--- config.mk ---
export PLATFORM = sky130hd
export DESIGN_NAME = sleep_state_error_masking
export DESIGN_NICKNAME = d
export VERILOG_FILES = /design/src/sleep_mask_pkg.sv /design/src/sleep_state_error_masking.sv
export VERILOG_INCLUDE_DIRS = /design/src
export SDC_FILE = /design/constraint.sdc
export NUM_CORES = 1
export LEC_CHECK = 0
export BUFFER_PORTS_ARGS = -buffer_cell sky130_fd_sc_hd__buf_2
export CAP_MARGIN = 10
export CORE_UTILIZATION = 30
export DETAILED_ROUTE_END_ITERATION = 12
export PLACE_DENSITY = 0.64
export SYNTH_ARGS = -nofsm -noshare
export SYNTH_HDL_FRONTEND = slang
export SYNTH_SLANG_ARGS = --single-unit
--- constraint.sdc ---
create_clock -name SYS_CLK_I -period 1.5 [get_ports SYS_CLK_I]
set_input_delay 0.075 -clock SYS_CLK_I [delete_from_list [all_inputs] [get_ports SYS_CLK_I]]
set_output_delay 0.075 -clock SYS_CLK_I [all_outputs]
set_load 0.02 [all_outputs]
--- src/sleep_mask_defs.svh ---
// register offsets, reset values and fixed masking constants of the sleep-state mask bank
`ifndef SLEEP_MASK_DEFS_SVH
`define SLEEP_MASK_DEFS_SVH
`define OFS_SLEEP_SELECT 8'he4
`define OFS_S1_GENERAL_INPUT_MASK 8'he5
`define OFS_S1_FAN_MASK 8'he6
`define OFS_S3_GENERAL_INPUT_MASK 8'he7
`define RST_S1_GENERAL_INPUT_MASK 8'hff
`define RST_S1_FAN_MASK 4'hf
`define RST_S3_GENERAL_INPUT_MASK 8'hff
`define SLEEP_RSVD_VALUE 6'h01
`define FAN_RSVD_VALUE 4'h0
`define STATE_S0 2'h0
`define STATE_S1 2'h1
`define STATE_S3 2'h2
`define STATE_S45 2'h3
`define STD_S1_GENERAL_INPUT_MASK 8'h00
`define STD_S1_FAN_MASK 4'h0
`define STD_S3_GENERAL_INPUT_MASK 8'h00
`define STD_S3_FAN_MASK 4'h0
`define STD_S45_GPI_MASK 8'h00
`define STD_S45_FAN_MASK 4'h0
`define READ_UNMAPPED 8'h00
`define NO_MASK 8'h00
`define RST_READ_DATA 8'h00
`define RST_GPI_EVENTS 8'h00
`define RST_FAN_EVENTS 4'h0
`endif

--- src/sleep_mask_pkg.sv ---
// shared types of the sleep-state mask bank
package sleep_mask_pkg;
  typedef logic [1:0] sleep_field_t;
  typedef logic [7:0] reg_byte_t;
  typedef logic [3:0] fan_vec_t;
endpackage : sleep_mask_pkg

--- src/sleep_state_error_masking.sv ---
// sleep-state register bank that suppresses input and fan error events per sleep state
`timescale 1ns/100ps
`include "sleep_mask_defs.svh"
//////////////////////////////////////////////////////////////////////////////////////////////////
// Overview of operation
// [RQ1] two-bit sleep state field at bits 1:0; state 00 masks no error events
// [RQ2] state 01 masks events by the S1 mask registers plus fixed S1 masking
// [RQ3] state 10 masks events by the S3 input mask register and the S3 fan mask pins plus fixed S3 masking
// [RQ4] state 11 masks events by the S4/5 masks plus fixed S4/5 masking
// [RQ5] external reset input forces the sleep state to 11 while it is asserted
// [RQ6] S1 input mask bit n suppresses input n events in S1; resets to ff
// [RQ7] S1 fan mask bits 3:0 suppress fans 1 to 4 in S1; bits 7:4 read-only
// [RQ8] S3 input mask bit n suppresses input n events in S3; resets to ff
// [RQ9] masked events are not reported; masks of unselected states have no effect
//////////////////////////////////////////////////////////////////////////////////////////////////
module sleep_state_error_masking (
  input wire logic SYS_CLK_I,
  input wire logic RST_I,
  input wire logic EXT_RESET_I,
  input wire logic [7:0] REG_ADDR_I,
  input wire logic REG_WR_I,
  input wire logic [7:0] REG_WDATA_I,
  input wire logic REG_RD_I,
  output logic [7:0] REG_RDATA_O,
  input wire logic [3:0] S3_FAN_MASK_I,
  input wire logic [7:0] S45_GPI_MASK_I,
  input wire logic [3:0] S45_FAN_MASK_I,
  input wire logic [7:0] GPI_ERR_I,
  input wire logic [3:0] FAN_ERR_I,
  output logic [7:0] GPI_ERR_O,
  output logic [3:0] FAN_ERR_O,
  output logic [1:0] SLEEP_STATE_O
);

  //////////////////////////////////////////////////////////////////////////////////////////////
  // state and next values
  sleep_mask_pkg::sleep_field_t sleep_r;
  sleep_mask_pkg::sleep_field_t sleep_nxt;
  sleep_mask_pkg::reg_byte_t s1_gpi_r;
  sleep_mask_pkg::reg_byte_t s1_gpi_nxt;
  sleep_mask_pkg::fan_vec_t s1_fan_r;
  sleep_mask_pkg::fan_vec_t s1_fan_nxt;
  sleep_mask_pkg::reg_byte_t s3_gpi_r;
  sleep_mask_pkg::reg_byte_t s3_gpi_nxt;
  sleep_mask_pkg::reg_byte_t rdata_r;
  sleep_mask_pkg::reg_byte_t rdata_nxt;
  sleep_mask_pkg::reg_byte_t gpi_err_r;
  sleep_mask_pkg::reg_byte_t gpi_err_nxt;
  sleep_mask_pkg::fan_vec_t fan_err_r;
  sleep_mask_pkg::fan_vec_t fan_err_nxt;
  sleep_mask_pkg::reg_byte_t gpi_mask_eff;
  sleep_mask_pkg::fan_vec_t fan_mask_eff;
  sleep_mask_pkg::reg_byte_t fan_mask_wide;

  // picks the mask of the selected state, shared by input and fan paths
  function automatic sleep_mask_pkg::reg_byte_t pick_mask(
    input sleep_mask_pkg::sleep_field_t st,
    input sleep_mask_pkg::reg_byte_t m1,
    input sleep_mask_pkg::reg_byte_t m3,
    input sleep_mask_pkg::reg_byte_t m45
  );
    sleep_mask_pkg::reg_byte_t m;
    case (st)
      `STATE_S0: m = `NO_MASK; // RQ1
      `STATE_S1: m = m1; // RQ2
      `STATE_S3: m = m3; // RQ3
      `STATE_S45: m = m45; // RQ4
      default: m = `NO_MASK;
    endcase
    return m;
  endfunction : pick_mask

  //////////////////////////////////////////////////////////////////////////////////////////////
  // register writes and external reset override
  always_comb
  begin
    sleep_nxt = sleep_r;
    s1_gpi_nxt = s1_gpi_r;
    s1_fan_nxt = s1_fan_r;
    s3_gpi_nxt = s3_gpi_r;
    if (REG_WR_I)
    begin
      case (REG_ADDR_I)
        `OFS_SLEEP_SELECT: sleep_nxt = REG_WDATA_I[1:0]; // RQ1
        `OFS_S1_GENERAL_INPUT_MASK: s1_gpi_nxt = REG_WDATA_I; // RQ6
        `OFS_S1_FAN_MASK: s1_fan_nxt = REG_WDATA_I[3:0]; // RQ7
        `OFS_S3_GENERAL_INPUT_MASK: s3_gpi_nxt = REG_WDATA_I; // RQ8
        default: ;
      endcase
    end
    if (EXT_RESET_I)
    begin
      sleep_nxt = `STATE_S45; // RQ5
    end
    if (RST_I)
    begin
      sleep_nxt = `STATE_S45;
      s1_gpi_nxt = `RST_S1_GENERAL_INPUT_MASK; // RQ6
      s1_fan_nxt = `RST_S1_FAN_MASK; // RQ7
      s3_gpi_nxt = `RST_S3_GENERAL_INPUT_MASK; // RQ8
    end
  end

  always_ff @(posedge SYS_CLK_I)
  begin
    sleep_r <= sleep_nxt;
    s1_gpi_r <= s1_gpi_nxt;
    s1_fan_r <= s1_fan_nxt;
    s3_gpi_r <= s3_gpi_nxt;
  end

  //////////////////////////////////////////////////////////////////////////////////////////////
  // read data, reserved bits constant, unmapped reads zero
  always_comb
  begin
    rdata_nxt = rdata_r;
    if (REG_RD_I)
    begin
      case (REG_ADDR_I)
        `OFS_SLEEP_SELECT: rdata_nxt = {`SLEEP_RSVD_VALUE, sleep_r};
        `OFS_S1_GENERAL_INPUT_MASK: rdata_nxt = s1_gpi_r;
        `OFS_S1_FAN_MASK: rdata_nxt = {`FAN_RSVD_VALUE, s1_fan_r}; // RQ7
        `OFS_S3_GENERAL_INPUT_MASK: rdata_nxt = s3_gpi_r;
        default: rdata_nxt = `READ_UNMAPPED;
      endcase
    end
    if (RST_I)
    begin
      rdata_nxt = `RST_READ_DATA;
    end
  end

  always_ff @(posedge SYS_CLK_I)
  begin
    rdata_r <= rdata_nxt;
  end

  //////////////////////////////////////////////////////////////////////////////////////////////
  // effective masks of the selected state, then registered masked events
  always_comb
  begin
    gpi_mask_eff = pick_mask(sleep_r, s1_gpi_r | `STD_S1_GENERAL_INPUT_MASK,
                             s3_gpi_r | `STD_S3_GENERAL_INPUT_MASK,
                             S45_GPI_MASK_I | `STD_S45_GPI_MASK); // RQ9
    // fan mask comes back byte wide; low nibble holds the four fans
    fan_mask_wide = pick_mask(sleep_r, {4'h0, s1_fan_r | `STD_S1_FAN_MASK},
                              {4'h0, S3_FAN_MASK_I | `STD_S3_FAN_MASK},
                              {4'h0, S45_FAN_MASK_I | `STD_S45_FAN_MASK}); // RQ9
    fan_mask_eff = fan_mask_wide[3:0]; // RQ9
    gpi_err_nxt = GPI_ERR_I & ~gpi_mask_eff; // RQ9
    fan_err_nxt = FAN_ERR_I & ~fan_mask_eff; // RQ9
    if (RST_I)
    begin
      gpi_err_nxt = `RST_GPI_EVENTS;
      fan_err_nxt = `RST_FAN_EVENTS;
    end
  end

  always_ff @(posedge SYS_CLK_I)
  begin
    gpi_err_r <= gpi_err_nxt;
    fan_err_r <= fan_err_nxt;
  end

  // outputs straight from flip-flops
  assign REG_RDATA_O = rdata_r;
  assign GPI_ERR_O = gpi_err_r;
  assign FAN_ERR_O = fan_err_r;
  assign SLEEP_STATE_O = sleep_r;

  //////////////////////////////////////////////////////////////////////////////////////////////
  // checks
  a_s0_no_mask: assert property (@(posedge SYS_CLK_I) disable iff (RST_I) // RQ1
    (!$past(RST_I) && $past(sleep_r) == 2'h0)
    |-> (GPI_ERR_O == $past(GPI_ERR_I) && FAN_ERR_O == $past(FAN_ERR_I)))
    else $error("events masked in state 00");
  a_s1_masking: assert property (@(posedge SYS_CLK_I) disable iff (RST_I) // RQ2
    (!$past(RST_I) && $past(sleep_r) == 2'h1)
    |-> (FAN_ERR_O == ($past(FAN_ERR_I) & ~$past(s1_fan_r))))
    else $error("fan events wrongly masked in state 01");
  a_s3_masking: assert property (@(posedge SYS_CLK_I) disable iff (RST_I) // RQ3
    (!$past(RST_I) && $past(sleep_r) == 2'h2)
    |-> (FAN_ERR_O == ($past(FAN_ERR_I) & ~$past(S3_FAN_MASK_I))))
    else $error("fan events wrongly masked in state 10");
  a_s45_masking: assert property (@(posedge SYS_CLK_I) disable iff (RST_I) // RQ4
    (!$past(RST_I) && $past(sleep_r) == 2'h3)
    |-> (GPI_ERR_O == ($past(GPI_ERR_I) & ~$past(S45_GPI_MASK_I))))
    else $error("input events wrongly masked in state 11");
  a_ext_reset_force: assert property (@(posedge SYS_CLK_I) disable iff (RST_I) // RQ5
    EXT_RESET_I |=> (SLEEP_STATE_O == 2'h3) [*1])
    else $error("external reset did not force state 11");
  a_s1_input_mask: assert property (@(posedge SYS_CLK_I) disable iff (RST_I) // RQ6
    (!$past(RST_I) && $past(sleep_r) == 2'h1)
    |-> (GPI_ERR_O == ($past(GPI_ERR_I) & ~$past(s1_gpi_r))))
    else $error("input events wrongly masked in state 01");
  a_fan_rsvd_read: assert property (@(posedge SYS_CLK_I) disable iff (RST_I) // RQ7
    (REG_RD_I && REG_ADDR_I == 8'he6) |=> (REG_RDATA_O[7:4] == 4'h0))
    else $error("fan mask reserved bits not zero");
  a_s3_input_mask: assert property (@(posedge SYS_CLK_I) disable iff (RST_I) // RQ8
    (!$past(RST_I) && $past(sleep_r) == 2'h2)
    |-> (GPI_ERR_O == ($past(GPI_ERR_I) & ~$past(s3_gpi_r))))
    else $error("input events wrongly masked in state 10");
  a_mask_reset_vals: assert property (@(posedge SYS_CLK_I) // RQ6
    RST_I |=> (s1_gpi_r == 8'hff && s3_gpi_r == 8'hff && s1_fan_r == 4'hf
               && sleep_r == 2'h3))
    else $error("mask reset values wrong");
  a_mask_only_clears: assert property (@(posedge SYS_CLK_I) disable iff (RST_I) // RQ9
    ((GPI_ERR_O & ~$past(GPI_ERR_I)) == 8'h00
     && (FAN_ERR_O & ~$past(FAN_ERR_I)) == 4'h0))
    else $error("masking raised an event that was not present");
  // covers of the main scenarios
  c_enter_s1: cover property (@(posedge SYS_CLK_I) disable iff (RST_I)
    REG_WR_I && REG_ADDR_I == 8'he4 && REG_WDATA_I[1:0] == 2'h1 ##1 sleep_r == 2'h1);
  c_ext_reset: cover property (@(posedge SYS_CLK_I) disable iff (RST_I)
    sleep_r == 2'h0 ##1 EXT_RESET_I ##1 sleep_r == 2'h3);
  c_masked_event: cover property (@(posedge SYS_CLK_I) disable iff (RST_I)
    sleep_r == 2'h2 && GPI_ERR_I != 8'h00 ##1 GPI_ERR_O == 8'h00);
  c_s45_passes: cover property (@(posedge SYS_CLK_I) disable iff (RST_I)
    sleep_r == 2'h3 && (GPI_ERR_I & ~S45_GPI_MASK_I) != 8'h00 ##1 GPI_ERR_O != 8'h00);
  c_mid_reset: cover property (@(posedge SYS_CLK_I)
    !RST_I ##1 RST_I ##1 !RST_I);

endmodule : sleep_state_error_masking

Word level (Yosys, flattened, before mapping). Cells that the tools add are included.

Eq/ne operators: 7. Mux-type cells: 3. Bitwise gates (word level): 4. Reductions and logical operators: 6.

Operator list (count): one-hot mux 8 bit (4 select lines) (2); == test 8 bit, second input constant (4); one-hot mux 4 bit (4 select lines) (1); bitwise AND 8 bit (1); NOT 8 bit (1); AND reduction 2 bit (4); bitwise AND 4 bit (1); == test 2 bit, second input constant (2); NOT 4 bit (1); == test 2 x 1 -> 1 bit, second input constant (1); logical NOT 2 bit (1); OR reduction 2 bit (1).

Register bits after elaboration: 42. Input bits: 49. Output and inout port bits: 22. Word-level logic and storage cells: 27.

Logic depth before layout (Yosys ltp). Gate-level depths: netlist (run 1).

Word-level depth: 4. Depth in mapped cells: 5. Gate-level depth less buffers: 3.

Worst setup path before layout (run 1). Ideal clock, no wire load.

Path kind: register -> register. Start point: register sleep_r[0], in the netlist SLEEP_STATE_O[0]. End point: register fan_err_r[2], in the netlist FAN_ERR_O[2]. Setup time: 0.095 ns. Arrival time: 1.314 ns. Required time: 1.405 ns. Path slack: 0.091 ns. Cell stages (with the launch flop): 5. Path buffers: 2. Period minus slack after synthesis: 1.409 ns. Cells stage by stage: dfxtp_1 buf_2 buf_6 mux2_2 a221oi_1.

Longest elaborated chain between the ends: 4. Elaborated cells between the ends (all ways): 7. Those cells by class: 3 x eq/ne; 1 x mux; 2 x bitwise; 1 x reduce/logical.

RTL lines: from (decl) (line sleep_state_error_masking.sv:37) `sleep_mask_pkg::sleep_field_t sleep_r;`; from (signal assigned) (line sleep_state_error_masking.sv:106) `sleep_r <= sleep_nxt;`; == test 2 bit, or another cell as far along (line sleep_state_error_masking.sv:63) `case (st)`; one-hot mux 4 bit (4 select lines) * (line sleep_state_error_masking.sv:63); NOT 4 bit * (line sleep_state_error_masking.sv:151) `fan_err_nxt = FAN_ERR_I & ~fan_mask_eff;`; bitwise AND 4 bit * (line sleep_state_error_masking.sv:151); to (signal assigned) (line sleep_state_error_masking.sv:162) `fan_err_r <= fan_err_nxt;`; to (decl) (line sleep_state_error_masking.sv:49) `sleep_mask_pkg::fan_vec_t fan_err_r;`.

Mark *: on every way between the ends. The rest lies on a longest branch, timed or not. A chain may end at the register's enable or synchronous reset.

Worst setup path after layout (run 1).
Start point: register sleep_r[1], in the netlist SLEEP_STATE_O[1]. End point: output SLEEP_STATE_O[1].

RTL lines: to (decl) (line sleep_state_error_masking.sv:32) `output logic [1:0] SLEEP_STATE_O`.

No word-level cell between the ends.

==> results of run 1 <==
## cell type report
class | instances | area [um^2]
Clock buffer | 6 | 72.6
Sequential cell | 42 | 841
Multi-Input combinational cell | 134 | 1080
Fill cell | 645 | 3900
Timing Repair Buffer | 77 | 403
Clock inverter | 2 | 13.8
Inverter | 4 | 15.0
Tap cell | 77 | 96.3
## power breakdown
| part | internal, W | switching [W] |
|---|---|---|
| Clock | 0.000329 | 0.000394 |
| Combinational | 0.000104 | 0.000115 |
| Sequential | 0.00113 | 0.00000447 |
## critical path: stages, from the launching register on
cell	delay, ns
dfxtp_1	0.49
buf_4	0.26
buf_2	0.19
## placed cells by master, fill, tap and decap left out, drive strengths merged
cell and instances:
nand3b 1, o32ai 2, nand4 4, mux2 15
nor2 28, and4 1, buf 77, nand4b 1
dfxtp 42, a22oi 1, a221oi 10, a21o 2
or4b 1, a21oi 8, nor3b 4, clkinv 2
nor4b 1, mux4 2, and4b 1, nor3 5
clkbuf 6, a22o 1, and3b 1, nor4 2
nand2b 16, mux2i 25, inv 4, nor2b 2
## kinds of logic (layout without fill, tap and decap cells)
logic type / Yosys count / count (layout) / synth area share [%]
multiplexers: 42 / 42 / 23.0
AO/OA/AOI/OAI: 24 / 24 / 9.10
AND/OR/NAND/NOR: 68 / 68 / 21.4
buffers and inverters: 19 / 89 / 4.95
flip-flops: 42 / 42 / 41.6
## sequential cells by signal, summed over array words and instances (netlist names)
register	count
REG_RDATA_O	8
FAN_ERR_O	4
s1_fan_r	4
s3_gpi_r	8
s1_gpi_r	8
GPI_ERR_O	8
SLEEP_STATE_O	2
## layer usage
layer	GRT usage [%]	share of wire (%)	vias up	routed length [um]
met3	3.46	5.3	5	262
met2	25.4	47	44	2340
met1	19.3	46	769	2310
met5	0	0	-	0
met4	4.70	1.2	0	62
li1	-	-	838	-
## worst min path at each step
| stage | slack (ns) | from | endpoint | cells past startpoint |
|---|---|---|---|---|
| finish | 0.01 | GPI_ERR_I[2] | GPI_ERR_O[2]$_SDFF_PP0_ | 3 |
| global route | 0.02 | GPI_ERR_I[1] | GPI_ERR_O[1]$_SDFF_PP0_ | 3 |
| floorplan | 0.21 | FAN_ERR_I[2] | FAN_ERR_O[2]$_SDFF_PP0_ | 2 |
| CTS | 0.008 | GPI_ERR_I[2] | GPI_ERR_O[2]$_SDFF_PP0_ | 3 |
| detailed placement | 0.33 | GPI_ERR_I[2] | GPI_ERR_O[2]$_SDFF_PP0_ | 3 |
| global placement | 0.33 | FAN_ERR_I[2] | FAN_ERR_O[2]$_SDFF_PP0_ | 3 |
## per-stage QoR
step,setup slack [ns],power (W),cells,util (%)
2_1_floorplan,0.0907,0.00128,195,-
3_3_place_gp,0.128,0.00138,334,37.9
3_5_place_dp,0.0291,0.00138,334,37.9
4_1_cts,0.0243,0.00209,342,39.3
5_1_grt,0.110,0.00216,342,39.3
6_report,0.188,0.00207,342,39.3
## what timing repair did
| item | CTS | global route |
|---|---|---|
| setup endpoints to repair | 0 | 10 |
| resized for setup | 0 | 1 |
| hold buffers | 0 | 0 |
==> results.py, run 1 <==
metrics = {
    "routing": {
        "postRouteAntennaNets": 0,
        "wl_um": 4970,
        "via_per_inst": 4.84,
        "drtIter0Drc": 108,
        "drt_pass1_iterations": 9,
        "vias": 1656,
        "wire_per_inst_um": 14.5,
        "drc": 6,
    },
    "timing": {
        "grt_setup_unrepaired": "no",
        "max_freq_mhz": 762,
        "slew_headroom_pct": 66.2,
        "slew_viol_final": 0,
        "skew_ns": 0.00720,
        "max_slew.worst_pin.slew_ns": 0.504,
        "hold_ws_ns": 0.0102,
        "fin_tns_setup_ns": 0,
        "period_share_pct": 87.5,
        "final-hold-violation-count": 0,
        "min_period_ns": 1.31,
        "setup_viol": 0,
    },
    "cells_and_area": {
        "final_nets": 313,
        "antennaDiodeCount": 0,
        "syn_to_final_growth_pct": 24.9,
        "drive_gt1_share_pct": 41.1,
        "stdcell_area_um2": 2520,
    },
    "yosys": {
        "yosys-top-cells-count": "dfxtp_1, nor2_1, mux2i_1, mux2_2, nand2b_1",
        "synth.top_cell.area_share_pct": 41.6,
        "ys_seq_area_share_pct": 41.6,
        "syn_area_per_cell_um2": 10.4,
        "synth_area_um2": 2020,
        "synth_edf_count": 0,
        "synth_top_flop_cell": "dfxtp_1",
        "async_reset_ff_share_pct": 0,
        "synth.area.top_cells": "dfxtp_1, mux2i_1, mux2_2",
        "syn_nets": 244,
        "yosysWarnings": 0,
        "synth.distinct_cells": 32,
        "syn_inst": 195,
        "synth_top_area_cell": "dfxtp_1",
        "ys_ff_latch": 42,
        "post-synth-top-count-cell": "dfxtp_1",
    },
    "outcome": {
        "outcome": "complete, but fails checks",
        "violations": "DRC",
    },
    "worst_setup_path": {
        "crit_required_ns": 1.42,
        "worstPathMaxFanout": 11,
        "reg2regPathDepth": 3,
        "crit_arrival_ns": 1.24,
        "r2r_end": "GPI_ERR_O[4]$_SDFF_PP0_",
        "endpoint_kind": "primary output",
        "crit_type": "register to primary output",
        "critPathCapture": "SLEEP_STATE_O[1]",
        "r2r_setup_slack_ns": 0.20,
        "worstSetupStartpointType": "register",
        "critPathLaunch": "SLEEP_STATE_O[1]$_SDFFE_PP1P_",
        "r2r-start": "SLEEP_STATE_O[0]$_SDFFE_PP1P_",
    },
    "cts": {
        "cts_root_buf": "clkbuf_8",
        "cts.htree.levels": 2,
        "cts_tree": "done",
        "worstSkewPairLatency_ns": 0.29,
        "clock_sinks": 42,
        "cts_buffers": 5,
        "clock_path_buffers": 2,
        "post-cts-setup-buffers": 0,
        "clk_pin_slew_ns": 0.08,
    },
    "placed_design": {
        "routabilityCongestion": 0.762,
        "dp_hpwl_um": 3660,
        "io_buffers": 70,
        "placed_area_um2": 2430,
    },
    "floorplanning": {
        "die_w_um": 84.1,
        "dieArea_um2": 7070,
        "core_area_um2": 6420,
        "die_h_um": 84.1,
        "rows": 29,
        "start_util_pct": 31.5,
        "ioPinCount": 71,
    },
    "power_and_ir_drop": {
        "power.leakage_nw": 1.05,
        "power_density_nw_per_um2": 822,
        "ir_worst_vdd_mv": 0.257,
    },
    "global_route": {
        "grt.overflow.total": 0,
        "grt_pass1_vias": 1725,
        "grt_max_degree": 31,
        "antenna_found_initial": 0,
        "grt_first_pass_wirelength_um": 8370,
        "track_usage_pct": 15.2,
    },
    "worst_hold_path": {
        "min_path_type": "primary input to register",
    },
    "run": {
        "cap_violations": 0,
    },
}
Note: power is estimated with default switching activity, not from simulation.
==> inputs of run 2 (changes only) <==
Settings changed: GPL_TIMING_DRIVEN from default to 0, RECOVER_POWER from default to 25.
==> results.py, run 2 (same netlist as run 1, synthesis figures left out) <==
metrics = {
    "power_and_ir_drop": {
        "power.leakage_nw": 1.01,
        "ir_worst_vdd_mv": 0.356,
        "power.total_w": 0.00221,
        "power_density_nw_per_um2": 863,
    },
    "floorplanning": {
        "die_h_um": 84.1,
        "ioPinCount": 71,
        "core_area_um2": 6420,
        "rows": 29,
        "dieArea_um2": 7070,
        "start_util_pct": 31.5,
        "die_w_um": 84.1,
    },
    "outcome": {
        "outcome": "complete, but fails checks",
        "violations": "DRC",
    },
    "timing": {
        "setup_viol": 0,
        "min_period_ns": 1.39,
        "period_share_pct": 92.6,
        "skew_ns": 0.00336,
        "final-hold-violation-count": 0,
        "slew_viol_final": 0,
        "grt_setup_unrepaired": "no",
        "hold_ws_ns": 0.0101,
        "fin_tns_setup_ns": 0,
        "max_freq_mhz": 720,
        "max_slew.worst_pin.slew_ns": 0.598,
        "slew_headroom_pct": 60.0,
    },
    "worst_setup_path": {
        "r2r_setup_slack_ns": 0.11,
        "cp_slowest_cell": "dfxtp_1",
        "critPathLaunch": "SLEEP_STATE_O[0]$_SDFFE_PP1P_",
        "cpLargestDelayFamily": "flip-flops",
        "critPathCapture": "GPI_ERR_O[0]$_SDFF_PP0_",
        "crit_required_ns": 1.70,
        "cp_num_cells": 4,
        "cp_num_buf_inv": 2,
        "endpoint_kind": "register",
        "crit_path_frequent_cell": "buf_6",
        "r2r_end": "GPI_ERR_O[0]$_SDFF_PP0_",
        "worstSetupStartpointType": "register",
        "slowest_delay_ns": 0.38,
        "reg2regPathDepth": 4,
        "crit_arrival_ns": 1.59,
        "crit_chain": "buf_6, buf_6, mux2_2, a221oi_1",
        "crit_type": "register to register",
        "r2r-start": "SLEEP_STATE_O[0]$_SDFFE_PP1P_",
        "worstPathMaxFanout": 10,
    },
    "routing": {
        "drt_pass1_iterations": 8,
        "wl_um": 5210,
        "drtIter0Drc": 125,
        "via_per_inst": 4.95,
        "postRouteAntennaNets": 0,
        "vias": 1716,
        "drc": 6,
        "wire_per_inst_um": 15.0,
    },
    "global_route": {
        "grt_first_pass_wirelength_um": 8520,
        "grt.overflow.total": 0,
        "antenna_found_initial": 0,
        "track_usage_pct": 15.8,
        "grt_pass1_vias": 1722,
        "grt_max_degree": 13,
    },
    "cts": {
        "clock_path_buffers": 2,
        "worstSkewPairLatency_ns": 0.30,
        "clk_pin_slew_ns": 0.08,
        "cts_hold_buffers": 0,
        "cts_root_buf": "clkbuf_8",
        "cts_buffers": 5,
        "cts.htree.levels": 2,
        "clock_sinks": 42,
        "cts_tree": "done",
    },
    "cells_and_area": {
        "antennaDiodeCount": 0,
        "fin_util_pct": 39.9,
        "stdcell_area_um2": 2560,
        "final_common_cell": "buf_2",
        "syn_to_final_growth_pct": 26.7,
        "layout_common_cells": "buf_2, dfxtp_1, nor2_1",
        "drive_gt1_share_pct": 35.6,
        "final_nets": 318,
    },
    "placed_design": {
        "routabilityCongestion": 0.799,
        "io_buffers": 68,
        "dp_hpwl_um": 3860,
        "placed_area_um2": 2460,
    },
    "worst_hold_path": {
        "min_path_type": "primary input to register",
    },
    "run": {
        "cap_violations": 0,
    },
}
[run 2: repair_timing]
| item | CTS | global route |
|---|---|---|
| setup endpoints to repair | 10 | 11 |
| endpoints found under the hold margin | 0 | 0 |
| setup buffers | 0 | 0 |
| resized for setup | 1 | 6 |
| cloned | 0 | 0 |
[run 2: layer usage]
layer / part of all wire (%) / global-route usage [%] / wire (um) / up-vias
met5: 0 / 0 / 0 / -
met4: 1.6 / 6.74 / 82 / 0
met3: 4.8 / 3.76 / 251 / 6
met2: 46 / 25.9 / 2420 / 39
met1: 47 / 19.8 / 2460 / 823
li1: - / - / - / 848
[run 2: layout make-up]
type	count	area, um^2
inverters	4	15.0
clock buffers	8	110
multi-input cells	134	1090
well taps	77	96.3
fillers	656	3860
repair buffers	68	322
plain buffers	14	90.1
flip-flops and latches	42	841
[run 2: worst min-delay path by stage]
stage | from | cells after the start | end
final | FAN_ERR_I[2] | 3 | FAN_ERR_O[2]$_SDFF_PP0_
after global routing | FAN_ERR_I[1] | 3 | FAN_ERR_O[1]$_SDFF_PP0_
after CTS | FAN_ERR_I[2] | 3 | FAN_ERR_O[2]$_SDFF_PP0_
after detailed placement | FAN_ERR_I[3] | 3 | FAN_ERR_O[3]$_SDFF_PP0_
after global placement | FAN_ERR_I[0] | 3 | FAN_ERR_O[0]$_SDFF_PP0_
after floorplan | FAN_ERR_I[2] | 2 | FAN_ERR_O[2]$_SDFF_PP0_
[run 2: report_power, final]
part           internal (W)  switching [W]  total (W)
Sequential          0.00113     0.00000403    0.00113
Clock              0.000465       0.000385   0.000850
Combinational      0.000104       0.000122   0.000226
Total               0.00170       0.000511    0.00221
[run 2: through the flow]
step	setup WS, ns	instances
2_1_floorplan	0.0907	195
3_3_place_gp	-0.0499	340
3_5_place_dp	-0.0457	340
4_1_cts	0.00938	348
5_1_grt	0.0104	347
6_report	0.111	347
[run 2: worst reg2reg max path, stage by stage (launching register included)]
cell and delay, ns:
dfxtp_1 0.38, buf_6 0.17, buf_6 0.17, mux2_2 0.34, a221oi_1 0.23
